<file path="config.mk">
export PLATFORM = sky130hd
export DESIGN_NAME = port2_ccio
export DESIGN_NICKNAME = d
export VERILOG_FILES = /design/src/rtl/port2_pkg.sv /design/src/rtl/line_sampler.sv /design/src/rtl/line_cell.sv /design/src/rtl/port2_ccio.sv
export SDC_FILE = /design/constraint.sdc
export NUM_CORES = 1
export LEC_CHECK = 0
export ABC_AREA = 1
export BUFFER_PORTS_ARGS = -buffer_cell sky130_fd_sc_hd__buf_4
export CORE_ASPECT_RATIO = 0.8
export CORE_MARGIN = 1.5
export CORE_UTILIZATION = 35
export DETAILED_ROUTE_END_ITERATION = 8
export PLACE_DENSITY = 0.57
export SLEW_MARGIN = 20
export SYNTH_ARGS = -nofsm -noshare
export SYNTH_HDL_FRONTEND = slang
export SYNTH_SLANG_ARGS = --single-unit
export TNS_END_PERCENT = 30
</file>
<file path="constraint.sdc">
create_clock -name CLK -period 7.4 [get_ports CLK]
set_input_delay 1.11 -clock CLK [delete_from_list [all_inputs] [get_ports CLK]]
set_output_delay 1.11 -clock CLK [all_outputs]
set_load 0.01 [all_outputs]
</file>
<file path="src/rtl/port2_pkg.sv">
package port2_pkg;

  // ----------------------------------------------------------------
  // geometry
  // ----------------------------------------------------------------
  localparam int NLINES = 16;
  localparam int NFAST = 8;
  localparam int FAST_BASE = 8;
  localparam int T7_LINE = 15;
  localparam int MODE_W = 2;

  // ----------------------------------------------------------------
  // register offsets (16-bit word registers)
  // ----------------------------------------------------------------
  localparam logic [15:0] DATA_OFS = 16'hFFC0;
  localparam logic [15:0] DIR_OFS = 16'hFFC2;
  localparam logic [15:0] OD_OFS = 16'hF1C2;
  localparam logic [15:0] MODE_LO_OFS = 16'hF1D0;
  localparam logic [15:0] MODE_HI_OFS = 16'hF1D2;
  localparam logic [15:0] STAT_OFS = 16'hF1D4;
  localparam logic [15:0] MASK_OFS = 16'hF1D6;
  localparam logic [15:0] FSTAT_OFS = 16'hF1D8;
  localparam logic [15:0] FMASK_OFS = 16'hF1DA;

  // ----------------------------------------------------------------
  // reset values
  // ----------------------------------------------------------------
  localparam logic [15:0] RST_WORD = 16'h0000;
  localparam logic [7:0] RST_BYTE = 8'h00;

  // ----------------------------------------------------------------
  // compare modes, two bits per line
  // ----------------------------------------------------------------
  typedef enum logic [1:0] {
    CMP_OFF = 2'h0,
    CMP_TOGGLE = 2'h1,
    CMP_DOUBLE = 2'h2,
    CMP_SET_CLR = 2'h3
  } cmp_mode_t;

  // ----------------------------------------------------------------
  // timing
  // ----------------------------------------------------------------
  localparam int CLK_PERIOD_PS = 4000;
  localparam int SLOW_SAMPLE_NS = 200;
  localparam int FAST_SAMPLE_NS = 25;
  // sample periods are longest times, so round down
  localparam int SLOW_SAMPLE_CYC = SLOW_SAMPLE_NS * 1000 / CLK_PERIOD_PS;
  localparam int FAST_SAMPLE_CYC = FAST_SAMPLE_NS * 1000 / CLK_PERIOD_PS;

endpackage : port2_pkg

</file>
<file path="src/rtl/line_sampler.sv">
module line_sampler #(
  parameter int W = 16,
  parameter int PERIOD = 50
) (
  input wire logic clk,
  input wire logic rst,
  input wire logic [W-1:0] d,
  output logic [W-1:0] smp,
  output logic [W-1:0] rise
);
  localparam int CW = $clog2(PERIOD + 1);
  localparam logic [CW-1:0] LAST = CW'(PERIOD - 1);

  logic [CW-1:0] cnt;
  logic [CW-1:0] next_cnt;
  logic [W-1:0] next_smp;
  logic [W-1:0] next_rise;
  logic tick;

  // ----------------------------------------------------------------
  // elaboration checks
  // ----------------------------------------------------------------
  if (PERIOD < 1 || W < 1) begin : g_bad
    $error("line_sampler: PERIOD and W must be at least 1");
  end

  // divider makes one enable pulse per sample period
  assign tick = (cnt == LAST);

  always_comb begin
    next_cnt = tick ? '0 : cnt + 1'b1;
    next_smp = tick ? d : smp;
    next_rise = tick ? (d & ~smp) : '0;
  end

  always_ff @(posedge clk or posedge rst) begin
    if (rst) begin
      cnt <= '0;
      smp <= '0;
      rise <= '0;
    end else begin
      cnt <= next_cnt;
      smp <= next_smp;
      rise <= next_rise;
    end
  end

endmodule : line_sampler

</file>
<file path="src/rtl/line_cell.sv">
module line_cell (
  input wire logic clk,
  input wire logic rst,
  input wire logic cpu_wr,
  input wire logic cpu_bit,
  input wire logic cmp_trig,
  input wire logic alt_bit,
  input wire logic dir,
  input wire logic od,
  output logic q,
  output logic pin_o,
  output logic pin_oe
);
  logic next_q;

  // ----------------------------------------------------------------
  // output latch input multiplexer
  // ----------------------------------------------------------------
  // mux before latch
  always_comb begin
    if (cpu_wr) begin
      next_q = cpu_bit;
    end else if (cmp_trig) begin
      next_q = alt_bit;
    end else begin
      next_q = q;
    end
  end

  always_ff @(posedge clk or posedge rst) begin
    if (rst) begin
      q <= 1'b0;
    end else begin
      q <= next_q;
    end
  end

  // ----------------------------------------------------------------
  // pin driver
  // ----------------------------------------------------------------
  // direction drives pin
  assign pin_o = od ? 1'b0 : q;
  assign pin_oe = dir & ~(od & q);

endmodule : line_cell

</file>
<file path="src/rtl/port2_ccio.sv">
// Function
// - direction bit 0 makes line high-impedance input, 1 a driven output.
// - all sixteen lines serve as capture/compare channels, same index.
// - on input lines the capture signal comes from the input latch showing the pin.
// - output lines feed the output latch to capture, allowing soft captures.
// - compare mode 1 match inverts the output latch.
// - compare mode 3 match sets latch, timer overflow clears it.
// - hardware latch updates use compare trigger and alternate data.
// - compare output with input direction leaves pin high-impedance.
// - software always writes the latch; modes 1 and double toggle.
// - cpu write coinciding with compare trigger wins; trigger change lost.
// - capture lines double as interrupt inputs, sampled every 200 ns.
// - lines 8 to 15 are fast interrupt inputs 0 to 7, sampled every 24 ns.
// - top line pin level is timer seven external count input.
// - bus data and alternate data are muxed ahead of the latch.
// - each line selects push-pull or open-drain by its own bit.
module port2_ccio (
  input wire logic CLK,
  input wire logic RST,
  input wire logic [15:0] ADDR,
  input wire logic [15:0] WDATA,
  input wire logic WR,
  input wire logic RD,
  output logic [15:0] RDATA,
  input wire logic [port2_pkg::NLINES-1:0] CAPTURE_COMPARE_CHANNEL_PINS_IN,
  output logic [port2_pkg::NLINES-1:0] CAPTURE_COMPARE_CHANNEL_PINS_OUT,
  output logic [port2_pkg::NLINES-1:0] CAPTURE_COMPARE_CHANNEL_PINS_OE,
  input wire logic [port2_pkg::NLINES-1:0] CMP_MATCH,
  input wire logic [port2_pkg::NLINES-1:0] TMR_OVF,
  output logic [port2_pkg::NLINES-1:0] CAP_IN,
  output logic [port2_pkg::NFAST-1:0] FAST_IRQ_INPUT,
  output logic TIMER_SEVEN_COUNT_INPUT,
  output logic IRQ
);
  import port2_pkg::*;

  // ----------------------------------------------------------------
  // declarations
  // ----------------------------------------------------------------
  logic [NLINES-1:0] sync1;
  logic [NLINES-1:0] sync2;
  logic [NLINES-1:0] latch;
  logic [NLINES-1:0] trig;
  logic [NLINES-1:0] alt;
  logic [NLINES-1:0] cap_src;
  logic [NLINES-1:0] slow_rise;
  logic [NFAST-1:0] fast_rise;

  logic [15:0] line_direction_control;
  logic [15:0] line_open_drain_select;
  logic [2*NLINES-1:0] mode;
  logic [15:0] stat;
  logic [15:0] mask;
  logic [7:0] fstat;
  logic [7:0] fmask;

  logic [15:0] next_dir;
  logic [15:0] next_od;
  logic [2*NLINES-1:0] next_mode;
  logic [15:0] next_stat;
  logic [15:0] next_mask;
  logic [7:0] next_fstat;
  logic [7:0] next_fmask;
  logic [15:0] next_rdata;
  logic [NLINES-1:0] next_cap;
  logic next_t7;

  logic wr_data;

  // ----------------------------------------------------------------
  // pin synchronisers
  // ----------------------------------------------------------------
  // pins are asynchronous; only sync2 is read by logic
  always_ff @(posedge CLK or posedge RST) begin
    if (RST) begin
      sync1 <= RST_WORD;
      sync2 <= RST_WORD;
    end else begin
      sync1 <= CAPTURE_COMPARE_CHANNEL_PINS_IN;
      sync2 <= sync1;
    end
  end

  // latch level for outputs
  // a driven pin would show the latch anyway, and reading the latch
  // directly avoids two cycles of synchroniser lag on soft captures
  assign cap_src = (line_direction_control & latch)
                 | (~line_direction_control & sync2);

  // ----------------------------------------------------------------
  // per-line compare logic and latch
  // ----------------------------------------------------------------
  assign wr_data = WR && (ADDR == DATA_OFS);

  for (genvar i = 0; i < NLINES; i++) begin : g_line
    cmp_mode_t m;
    logic alt_b;
    logic trig_b;

    assign m = cmp_mode_t'(mode[MODE_W*i +: MODE_W]);

    always_comb begin
      alt_b = 1'b0;
      trig_b = 1'b0;
      case (m)
        CMP_TOGGLE, CMP_DOUBLE: begin
          trig_b = CMP_MATCH[i];
          alt_b = ~latch[i];
        end
        CMP_SET_CLR: begin
          trig_b = CMP_MATCH[i] | TMR_OVF[i];
          alt_b = CMP_MATCH[i];
        end
        default: begin
          trig_b = 1'b0;
          alt_b = 1'b0;
        end
      endcase
    end

    assign trig[i] = trig_b;
    assign alt[i] = alt_b;

    line_cell u_cell (
      .clk(CLK),
      .rst(RST),
      .cpu_wr(wr_data),
      .cpu_bit(WDATA[i]),
      .cmp_trig(trig[i]),
      .alt_bit(alt[i]),
      .dir(line_direction_control[i]),
      .od(line_open_drain_select[i]),
      .q(latch[i]),
      .pin_o(CAPTURE_COMPARE_CHANNEL_PINS_OUT[i]),
      .pin_oe(CAPTURE_COMPARE_CHANNEL_PINS_OE[i])
    );
  end

  // ----------------------------------------------------------------
  // interrupt samplers
  // ----------------------------------------------------------------
  // slow capture sampling
  line_sampler #(
    .W(NLINES),
    .PERIOD(SLOW_SAMPLE_CYC)
  ) u_slow (
    .clk(CLK),
    .rst(RST),
    .d(cap_src),
    .smp(),
    .rise(slow_rise)
  );

  line_sampler #(
    .W(NFAST),
    .PERIOD(FAST_SAMPLE_CYC)
  ) u_fast (
    .clk(CLK),
    .rst(RST),
    .d(cap_src[FAST_BASE +: NFAST]),
    .smp(FAST_IRQ_INPUT),
    .rise(fast_rise)
  );

  // ----------------------------------------------------------------
  // register file
  // ----------------------------------------------------------------
  // sticky status: a new edge in the clearing cycle survives
  always_comb begin
    next_dir = line_direction_control;
    next_od = line_open_drain_select;
    next_mode = mode;
    next_mask = mask;
    next_fmask = fmask;
    next_stat = stat | slow_rise;
    next_fstat = fstat | fast_rise;
    if (WR) begin
      case (ADDR)
        DIR_OFS: next_dir = WDATA;
        OD_OFS: next_od = WDATA;
        MODE_LO_OFS: next_mode[15:0] = WDATA;
        MODE_HI_OFS: next_mode[31:16] = WDATA;
        STAT_OFS: next_stat = (stat & ~WDATA) | slow_rise;
        MASK_OFS: next_mask = WDATA;
        FSTAT_OFS: next_fstat = (fstat & ~WDATA[7:0]) | fast_rise;
        FMASK_OFS: next_fmask = WDATA[7:0];
        default: begin
          next_dir = line_direction_control;
        end
      endcase
    end
  end

  // read mux; unmapped addresses read zero
  always_comb begin
    next_rdata = RST_WORD;
    if (RD) begin
      case (ADDR)
        DATA_OFS: next_rdata = cap_src;
        DIR_OFS: next_rdata = line_direction_control;
        OD_OFS: next_rdata = line_open_drain_select;
        MODE_LO_OFS: next_rdata = mode[15:0];
        MODE_HI_OFS: next_rdata = mode[31:16];
        STAT_OFS: next_rdata = stat;
        MASK_OFS: next_rdata = mask;
        FSTAT_OFS: next_rdata = {RST_BYTE, fstat};
        FMASK_OFS: next_rdata = {RST_BYTE, fmask};
        default: next_rdata = RST_WORD;
      endcase
    end
  end

  always_comb begin
    next_cap = cap_src;
    next_t7 = sync2[T7_LINE];
  end

  always_ff @(posedge CLK or posedge RST) begin
    if (RST) begin
      line_direction_control <= RST_WORD;
      line_open_drain_select <= RST_WORD;
      mode <= {RST_WORD, RST_WORD};
      stat <= RST_WORD;
      mask <= RST_WORD;
      fstat <= RST_BYTE;
      fmask <= RST_BYTE;
      RDATA <= RST_WORD;
      CAP_IN <= RST_WORD;
      TIMER_SEVEN_COUNT_INPUT <= 1'b0;
    end else begin
      line_direction_control <= next_dir;
      line_open_drain_select <= next_od;
      mode <= next_mode;
      stat <= next_stat;
      mask <= next_mask;
      fstat <= next_fstat;
      fmask <= next_fmask;
      RDATA <= next_rdata;
      CAP_IN <= next_cap;
      TIMER_SEVEN_COUNT_INPUT <= next_t7;
    end
  end

  // level interrupt while any unmasked status bit stands
  assign IRQ = (|(stat & mask)) | (|(fstat & fmask));

  logic [NLINES-1:0] tog_hit;
  logic [NLINES-1:0] set_hit;
  logic [NLINES-1:0] clr_hit;

  // helper: which lines a trigger should move this cycle
  for (genvar k = 0; k < NLINES; k++) begin : g_hit
    assign tog_hit[k] = !wr_data && CMP_MATCH[k]
      && (g_line[k].m == CMP_TOGGLE || g_line[k].m == CMP_DOUBLE);
    assign set_hit[k] = !wr_data && CMP_MATCH[k]
      && g_line[k].m == CMP_SET_CLR;
    assign clr_hit[k] = !wr_data && !CMP_MATCH[k] && TMR_OVF[k]
      && g_line[k].m == CMP_SET_CLR;
  end
endmodule : port2_ccio

</file>
## Yosys cells after proc, flatten, opt, wreduce, memory -nomap -nowiden

Cells that the tools add are included.

| storage, ports and cells | value |
|---|---|
| word-level logic and storage cells | 326 |
| output and inout bits | 74 |
| input bits | 84 |
| bits in registers | 250 |

| cells by class | value |
|---|---|
| equality and inequality tests | 59 |
| add/subtract/negate cells | 2 |
| multiplexer cells | 90 |
| bitwise operators | 99 |
| reductions and logical operators | 41 |

Operators by type and width:

| kind | count |
|---|---|
| $eq 16x16->1 const B | 9 |
| $pmux 16 s9 | 1 |
| $and 16x16->16 | 5 |
| $eq 2x2->1 const B | 32 |
| $mux 16 | 4 |
| $pmux 1 s2 | 32 |
| $mux 1 | 48 |
| $not 16->16 | 3 |
| $or 16x16->16 | 3 |
| $and 1x1->1 | 32 |
| $eq 2x1->1 const B | 16 |
| $not 1->1 | 32 |
| $reduce_bool 2->1 | 16 |
| $reduce_or 2->1 | 16 |
| $and 8x8->8 | 3 |
| $mux 8 | 3 |
| $or 1x1->1 | 17 |
| $not 8->8 | 2 |
| $or 8x8->8 | 2 |
| $reduce_or 16->1 | 1 |
| $reduce_and 2->1 | 6 |
| $reduce_or 8->1 | 1 |
| $add 6x1->6 const B | 1 |
| $eq 6x6->1 const B | 1 |
| other kinds (5) | 5 |

## Logic depth before layout (Yosys ltp)

| logic depth | value |
|---|---|
| depth after elaboration | 5 |
| depth in mapped cells | 12 |

## Hierarchy

Synthesis repeated with hierarchy kept, for this count alone.

| unflattened totals | value |
|---|---|
| cell total of the unflattened synthesis | 1483 |
| area total of the unflattened synthesis | 12156.7 µm² |

By module, submodules not included:

| module | area an instance (µm²) | cells an instance | sequential area each (µm²) | times used |
|---|---|---|---|---|
| port2_ccio | 8585.7 | 1054 | 4429.2 | 1 |
| line_sampler at u_slow | 1604.0 | 138 | 950.9 | 1 |
| line_cell | 75.1 | 13 | 25.0 | 16 |
| line_sampler at u_fast | 765.7 | 83 | 475.5 | 1 |

## Least setup slack after synthesis

Ideal clock, no wire load.

| timing | value |
|---|---|
| path type | input-to-reg |
| from | input ADDR[5] |
| to | register mask[4] |
| buffers on the path | 1 |
| data arrival time | 2.105 ns |
| setup time | 0.121 ns |
| data required time | 7.279 ns |
| stages | 9 |
| setup slack | 5.174 ns |
| cell sequence | inv_1 > nand4_4 > nor2_4 > nand2_2 > clkinv_2 > nand2_2 > buf_2 > nand2_1 > o21ai_2 |

| on the way | value |
|---|---|
| longest elaborated chain between the ends | 2 |

RTL lines:

| item | line | RTL |
|---|---|---|
| start, declared | port2_ccio.sv:20 | `input wire logic [15:0] ADDR,` |
| $eq 16x16->1 | port2_ccio.sv:178 | `case (ADDR)` |
| $reduce_and 2->1 (no source line) | -- |  |
| end signal, assigned | port2_ccio.sv:235 | `mask <= next_mask;` |
| end, declared | port2_ccio.sv:53 | `logic [15:0] mask;` |

No other way between the ends.
A chain may end at the register's enable or synchronous reset.

## Worst setup path in the final report

| timing | value |
|---|---|
| from | input ADDR[14] |
| to | register g_line[5].u_cell.q |

| on the way | value |
|---|---|
| longest elaborated chain between the ends | 3 |
| elaborated cells on any way between the ends | 4 |
| those cells by class | eq/ne (1); mux (1); reduce/logical (2) |

RTL lines:

| item | line | RTL |
|---|---|---|
| $eq 16x16->1 (*) | port2_ccio.sv:93 | `assign wr_data = WR && (ADDR == DATA_OFS);` |
| $logic_and 1x1->1 (*) | port2_ccio.sv:93 |  |
| $mux 1 or $reduce_bool 2->1 (tied branches) | -- |  |
| end signal, assigned | line_cell.sv:34 | `q <= next_q;` |
| end, declared | line_cell.sv:10 | `output logic q,` |

Every way passes the cells marked *; elsewhere a longest branch is shown, timed or not.

==> impl_summary.log <==
[metrics] max-cap check violation count: 0
[metrics] total negative setup slack: 0 ns
[metrics] multiplexer fraction of the synthesized cell area: 0
[metrics] endpoint kind of the worst setup timing path: register
[metrics] run status: finished, final reports clean
[metrics] Rows: 60
[metrics] overflow left after global routing: 0
[metrics] number of buffers on the longest clock path: 3
[metrics] sequential area share after synthesis: 0.519
[metrics] CTS tree: done
[metrics] wire length per cell after detailed routing: 18.2 µm
[metrics] post-DR vias/cell: 4.91
[metrics] clock network fraction of total power: 0.482
[metrics] buffer count from post-CTS setup fixing: 0
[metrics] placeable core region: 0.0338 mm²
[metrics] crit path kind: in -> reg
[metrics] number of instances in the synthesized netlist: 1451
[metrics] switching component of the power: 0.695 mW
[metrics] average cell area after synthesis: 8.31 µm²
[metrics] count of yosys warnings during synthesis: 0
[metrics] combinational family with the most area after synthesis: simple AND/OR/NAND/NOR gates
[metrics] routed wire length: 36.9 mm
[metrics] clock transition at the registers of the reported paths: 0.06 ns
[metrics] number of ports placed on the die boundary: 158
[metrics] number of DRC markers after the initial detailed-route iteration: 939
[metrics] flip-flop and latch count after synthesis: 250
[metrics] time the final worst path needs with I/O delays and setup: 3.09 ns
[metrics] worst setup slack for register-to-register paths: 5.72 ns
[metrics] initial standard-cell utilization of the core: 0.357
[metrics] Post-Synth Adder-Cell Area: 0.0353
[metrics] beginning of the critical path: ADDR[14]
[metrics] class of the tightest hold or removal check: reg -> reg
[metrics] met2 usage: 0.317
[metrics] wire length of the first global-routing pass: 56.8 mm
[metrics] hold_buf cts: 0
[metrics] count of cells along the worst register-to-register path: 6
[metrics] Worst Tran Pin Value: 1.03 ns
[metrics] Netlist cell types: 38
[metrics] area share of xor/xnor cells in the synthesized design: 0.000726
[metrics] clk sink count: 250
[metrics] placer's final routability congestion estimate: 0.902
[metrics] synthesized-area fraction occupied by ao, oa, aoi and oai cells: 0.103
[metrics] fill count: 3398
[metrics] unrepaired setup endpoints after global routing: false
[metrics] post-synthesis instance area: 0.0121 mm²
[metrics] met1 Resource Use GR: 0.309
[metrics] number of global-route vias before repair: 9580
[metrics] most heavily used metal layer in global routing: met2
[metrics] initial antenna violation count: 0
[metrics] Post-CTS Resized: 0
[metrics] Total GRT Usage: 0.209
[metrics] first drt pass iteration count: 6
[metrics] critical path endpoint: g_line[5].u_cell.q$_DFFE_PP0P_
[metrics] internal power of the cells: 2.26 mW
[metrics] power per standard cell area: 207 mW/mm²
[metrics] Leak Pwr: 7.19 nW
[metrics] net total in the final layout: 1691
[metrics] final-report setup violation count: 0
[metrics] fraction of layout instances using a drive strength above 1: 0.168
[metrics] largest net degree at the start of global routing: 141
[metrics] final clock period utilization by the worst path: 0.417
[metrics] final setup skew: 0.0163 ns
[metrics] source of the worst register-to-register timing path: line_direction_control[8]$_DFFE_PP0P_
[metrics] H-tree depth: 1
[metrics] root buffer selected by CTS: sky130_fd_sc_hd__clkbuf_16
[metrics] Flop pwr share: 0.470
[metrics] number of diodes added for antenna fixing: 0
[metrics] Highest Clock Rate: 0.324 GHz
[metrics] full die area: 0.0356 mm²
[metrics] IO Port Bufs: 157
[metrics] die outline height: 169 µm
[metrics] Gate power share: 0.048
[metrics] WP data arrival: 3.55 ns
[metrics] number of antenna-violating nets in the routed design: 0
[metrics] Hold Vio Cnt, Final: 0
[metrics] total vias in the final route: 9962
[metrics] required time at the worst-slack endpoint: 7.87 ns
[metrics] TritonCTS buffer count: 27
[metrics] reg2reg end: RDATA[8]$_DFF_PP0_
[metrics] worst slew margin relative to its limit: 0.303
[metrics] remaining design rule violation count: 0
[metrics] latest clock arrival within the worst-skew pair: 0.55 ns
[metrics] simple logic cell fraction of the synthesized area: 0.243
[metrics] overall die width: 211 µm
[metrics] synthesized net count: 1569
[metrics] HPWL reported at the end of detailed placement: 26.0 mm
[metrics] global-route met3 utilization: 0.0406
[metrics] Sw Share: 0.235
[metrics] Area growth, synth to finish: 18.6%
[metrics] power after layout: 2.96 mW
[metrics] startpoint type of the worst setup path: input pin
[metrics] Peak supply drop: 0.125 mV
[metrics] final number of max-transition violations: 0
[metrics] highest net fanout along the worst path: 27
-- flip-flops by register name, indices dropped and copies added, names as in the netlist --
register                 cells
CAP_IN                      16
RDATA                       16
TIMER_SEVEN_COUNT_INPUT      1
fmask                        8
fstat                        8
g_line.u_cell.q             16
line_direction_control      16
line_open_drain_select      16
mask                        16
mode                        32
stat                        16
sync1                       16
sync2                       16
u_fast.cnt                   3
u_fast.rise                  8
u_fast.smp                   8
u_slow.cnt                   6
u_slow.rise                 16
u_slow.smp                  16
-- metal layers --
metal  wire (µm)  part of all wire
met4         777             0.021
met5           0                 0
met3        2630             0.071
met1       17300              0.47
met2       16200              0.44
-- area by class of cell --
| type | count | area (µm²) | share of cell area |
|---|---|---|---|
| well taps | 434 | 543 | 0.0380 |
| flip-flops and latches | 250 | 6260 | 0.437 |
| multi-input cells | 945 | 4620 | 0.323 |
| clock inverters | 18 | 221 | 0.0155 |
| inverters | 180 | 682 | 0.0477 |
| repair buffers | 169 | 1280 | 0.0895 |
| clock buffers | 32 | 704 | 0.0492 |
-- logic make-up (layout without fill, tap and decap cells) --
kind of cell             count (synthesis)  in the layout
adder cells (fa/ha/maj)                 34             34
buffers and inverters                  256            399
AND/OR/NAND/NOR                        679            679
AO/OA/AOI/OAI                          231            231
flip-flops                             250            250
XOR/XNOR                                 1              1
-- placed cells by master, fill, tap and decap left out, types with 3 or more instances in the layout --
master,n
sky130_fd_sc_hd__nor2_2,7
sky130_fd_sc_hd__nor2_4,7
sky130_fd_sc_hd__bufinv_16,4
sky130_fd_sc_hd__nand2_1,413
sky130_fd_sc_hd__buf_4,168
sky130_fd_sc_hd__o22ai_1,8
sky130_fd_sc_hd__nor2_1,99
sky130_fd_sc_hd__nand4_1,32
sky130_fd_sc_hd__ha_1,34
sky130_fd_sc_hd__o21bai_1,5
sky130_fd_sc_hd__inv_1,170
sky130_fd_sc_hd__o21ai_1,57
sky130_fd_sc_hd__clkbuf_16,27
sky130_fd_sc_hd__clkinv_2,10
sky130_fd_sc_hd__nand2_2,13
sky130_fd_sc_hd__o21ai_2,9
sky130_fd_sc_hd__a21oi_1,21
sky130_fd_sc_hd__clkinvlp_4,3
sky130_fd_sc_hd__o31ai_1,8
sky130_fd_sc_hd__dfrtp_1,250
sky130_fd_sc_hd__nand3_1,92
sky130_fd_sc_hd__nand3_2,3
sky130_fd_sc_hd__clkbuf_1,4
sky130_fd_sc_hd__nor3_1,4
sky130_fd_sc_hd__o21ai_0,119
sky130_fd_sc_hd__inv_2,6
-- power by group through the flow --
stage,Combinational [mW],Sequential [mW],Clock [mW]
2_1_floorplan,0.0528,1.42,0
3_3_place_gp,0.143,1.42,0
3_5_place_dp,0.144,1.42,0
4_1_cts,0.144,1.39,1.46
5_1_grt,0.158,1.39,1.51
6_report,0.141,1.39,1.43
-- worst min path at each step --
stage,from,to,slack [ns],depth (start not counted)
floorplan,sync1[0]$_DFF_PP0_,sync2[0]$_DFF_PP0_,0.33,0
global placement,sync1[2]$_DFF_PP0_,sync2[2]$_DFF_PP0_,0.33,0
detailed placement,sync1[13]$_DFF_PP0_,sync2[13]$_DFF_PP0_,0.33,0
CTS,sync1[13]$_DFF_PP0_,sync2[13]$_DFF_PP0_,0.35,0
global route,sync1[0]$_DFF_PP0_,sync2[0]$_DFF_PP0_,0.36,0
finish,sync1[13]$_DFF_PP0_,sync2[13]$_DFF_PP0_,0.35,0
-- synth_stat cells (all sizes together) --
master	n	area, µm²
clkbuf	14	52.6
o31ai	8	60.1
and3	1	6.26
dfrtp	250	6260
clkinv	3	13.8
inv	177	664
o21ai	185	960
buf	62	467
nand2	427	1640
nand4	33	221
xor2	1	8.76
o21a	1	7.51
ha	34	425
a21oi	21	105
nand3	95	490
o21bai	5	37.5
o22ai	8	50.1
and2	1	6.26
a221oi	2	17.5
nor2	114	514
o2111ai	1	8.76
nor4	1	6.26
nor3	5	30.0
nor3b	2	15.0
-- worst max-delay path, stage by stage --
cell and delay (ns):
sky130_fd_sc_hd__buf_4 0.08, sky130_fd_sc_hd__nand2_1 0.07, sky130_fd_sc_hd__inv_2 0.06, sky130_fd_sc_hd__nand2_2 0.08
sky130_fd_sc_hd__nor2_4 0.68, sky130_fd_sc_hd__nand2_4 0.32, sky130_fd_sc_hd__nor2_8 0.48, sky130_fd_sc_hd__inv_2 0.34
sky130_fd_sc_hd__nand2_1 0.18, sky130_fd_sc_hd__nand2_1 0.06, sky130_fd_sc_hd__o21ai_0 0.07
-- stage by stage --
stage          instance area, µm²  hold WS (ns)   util  instances  setup WS (ns)
6_report                    14300         0.347  0.424       2028           4.31
5_1_grt                     14300         0.355  0.424       2028           4.11
4_1_cts                     14300         0.348  0.423       2028           4.26
3_5_place_dp                13400         0.335  0.396       1978           3.70
3_3_place_gp                13400         0.334  0.396       1978           3.73
2_1_floorplan               12100         0.331      -       1451           3.00
Power figures use the tool's default switching activity.
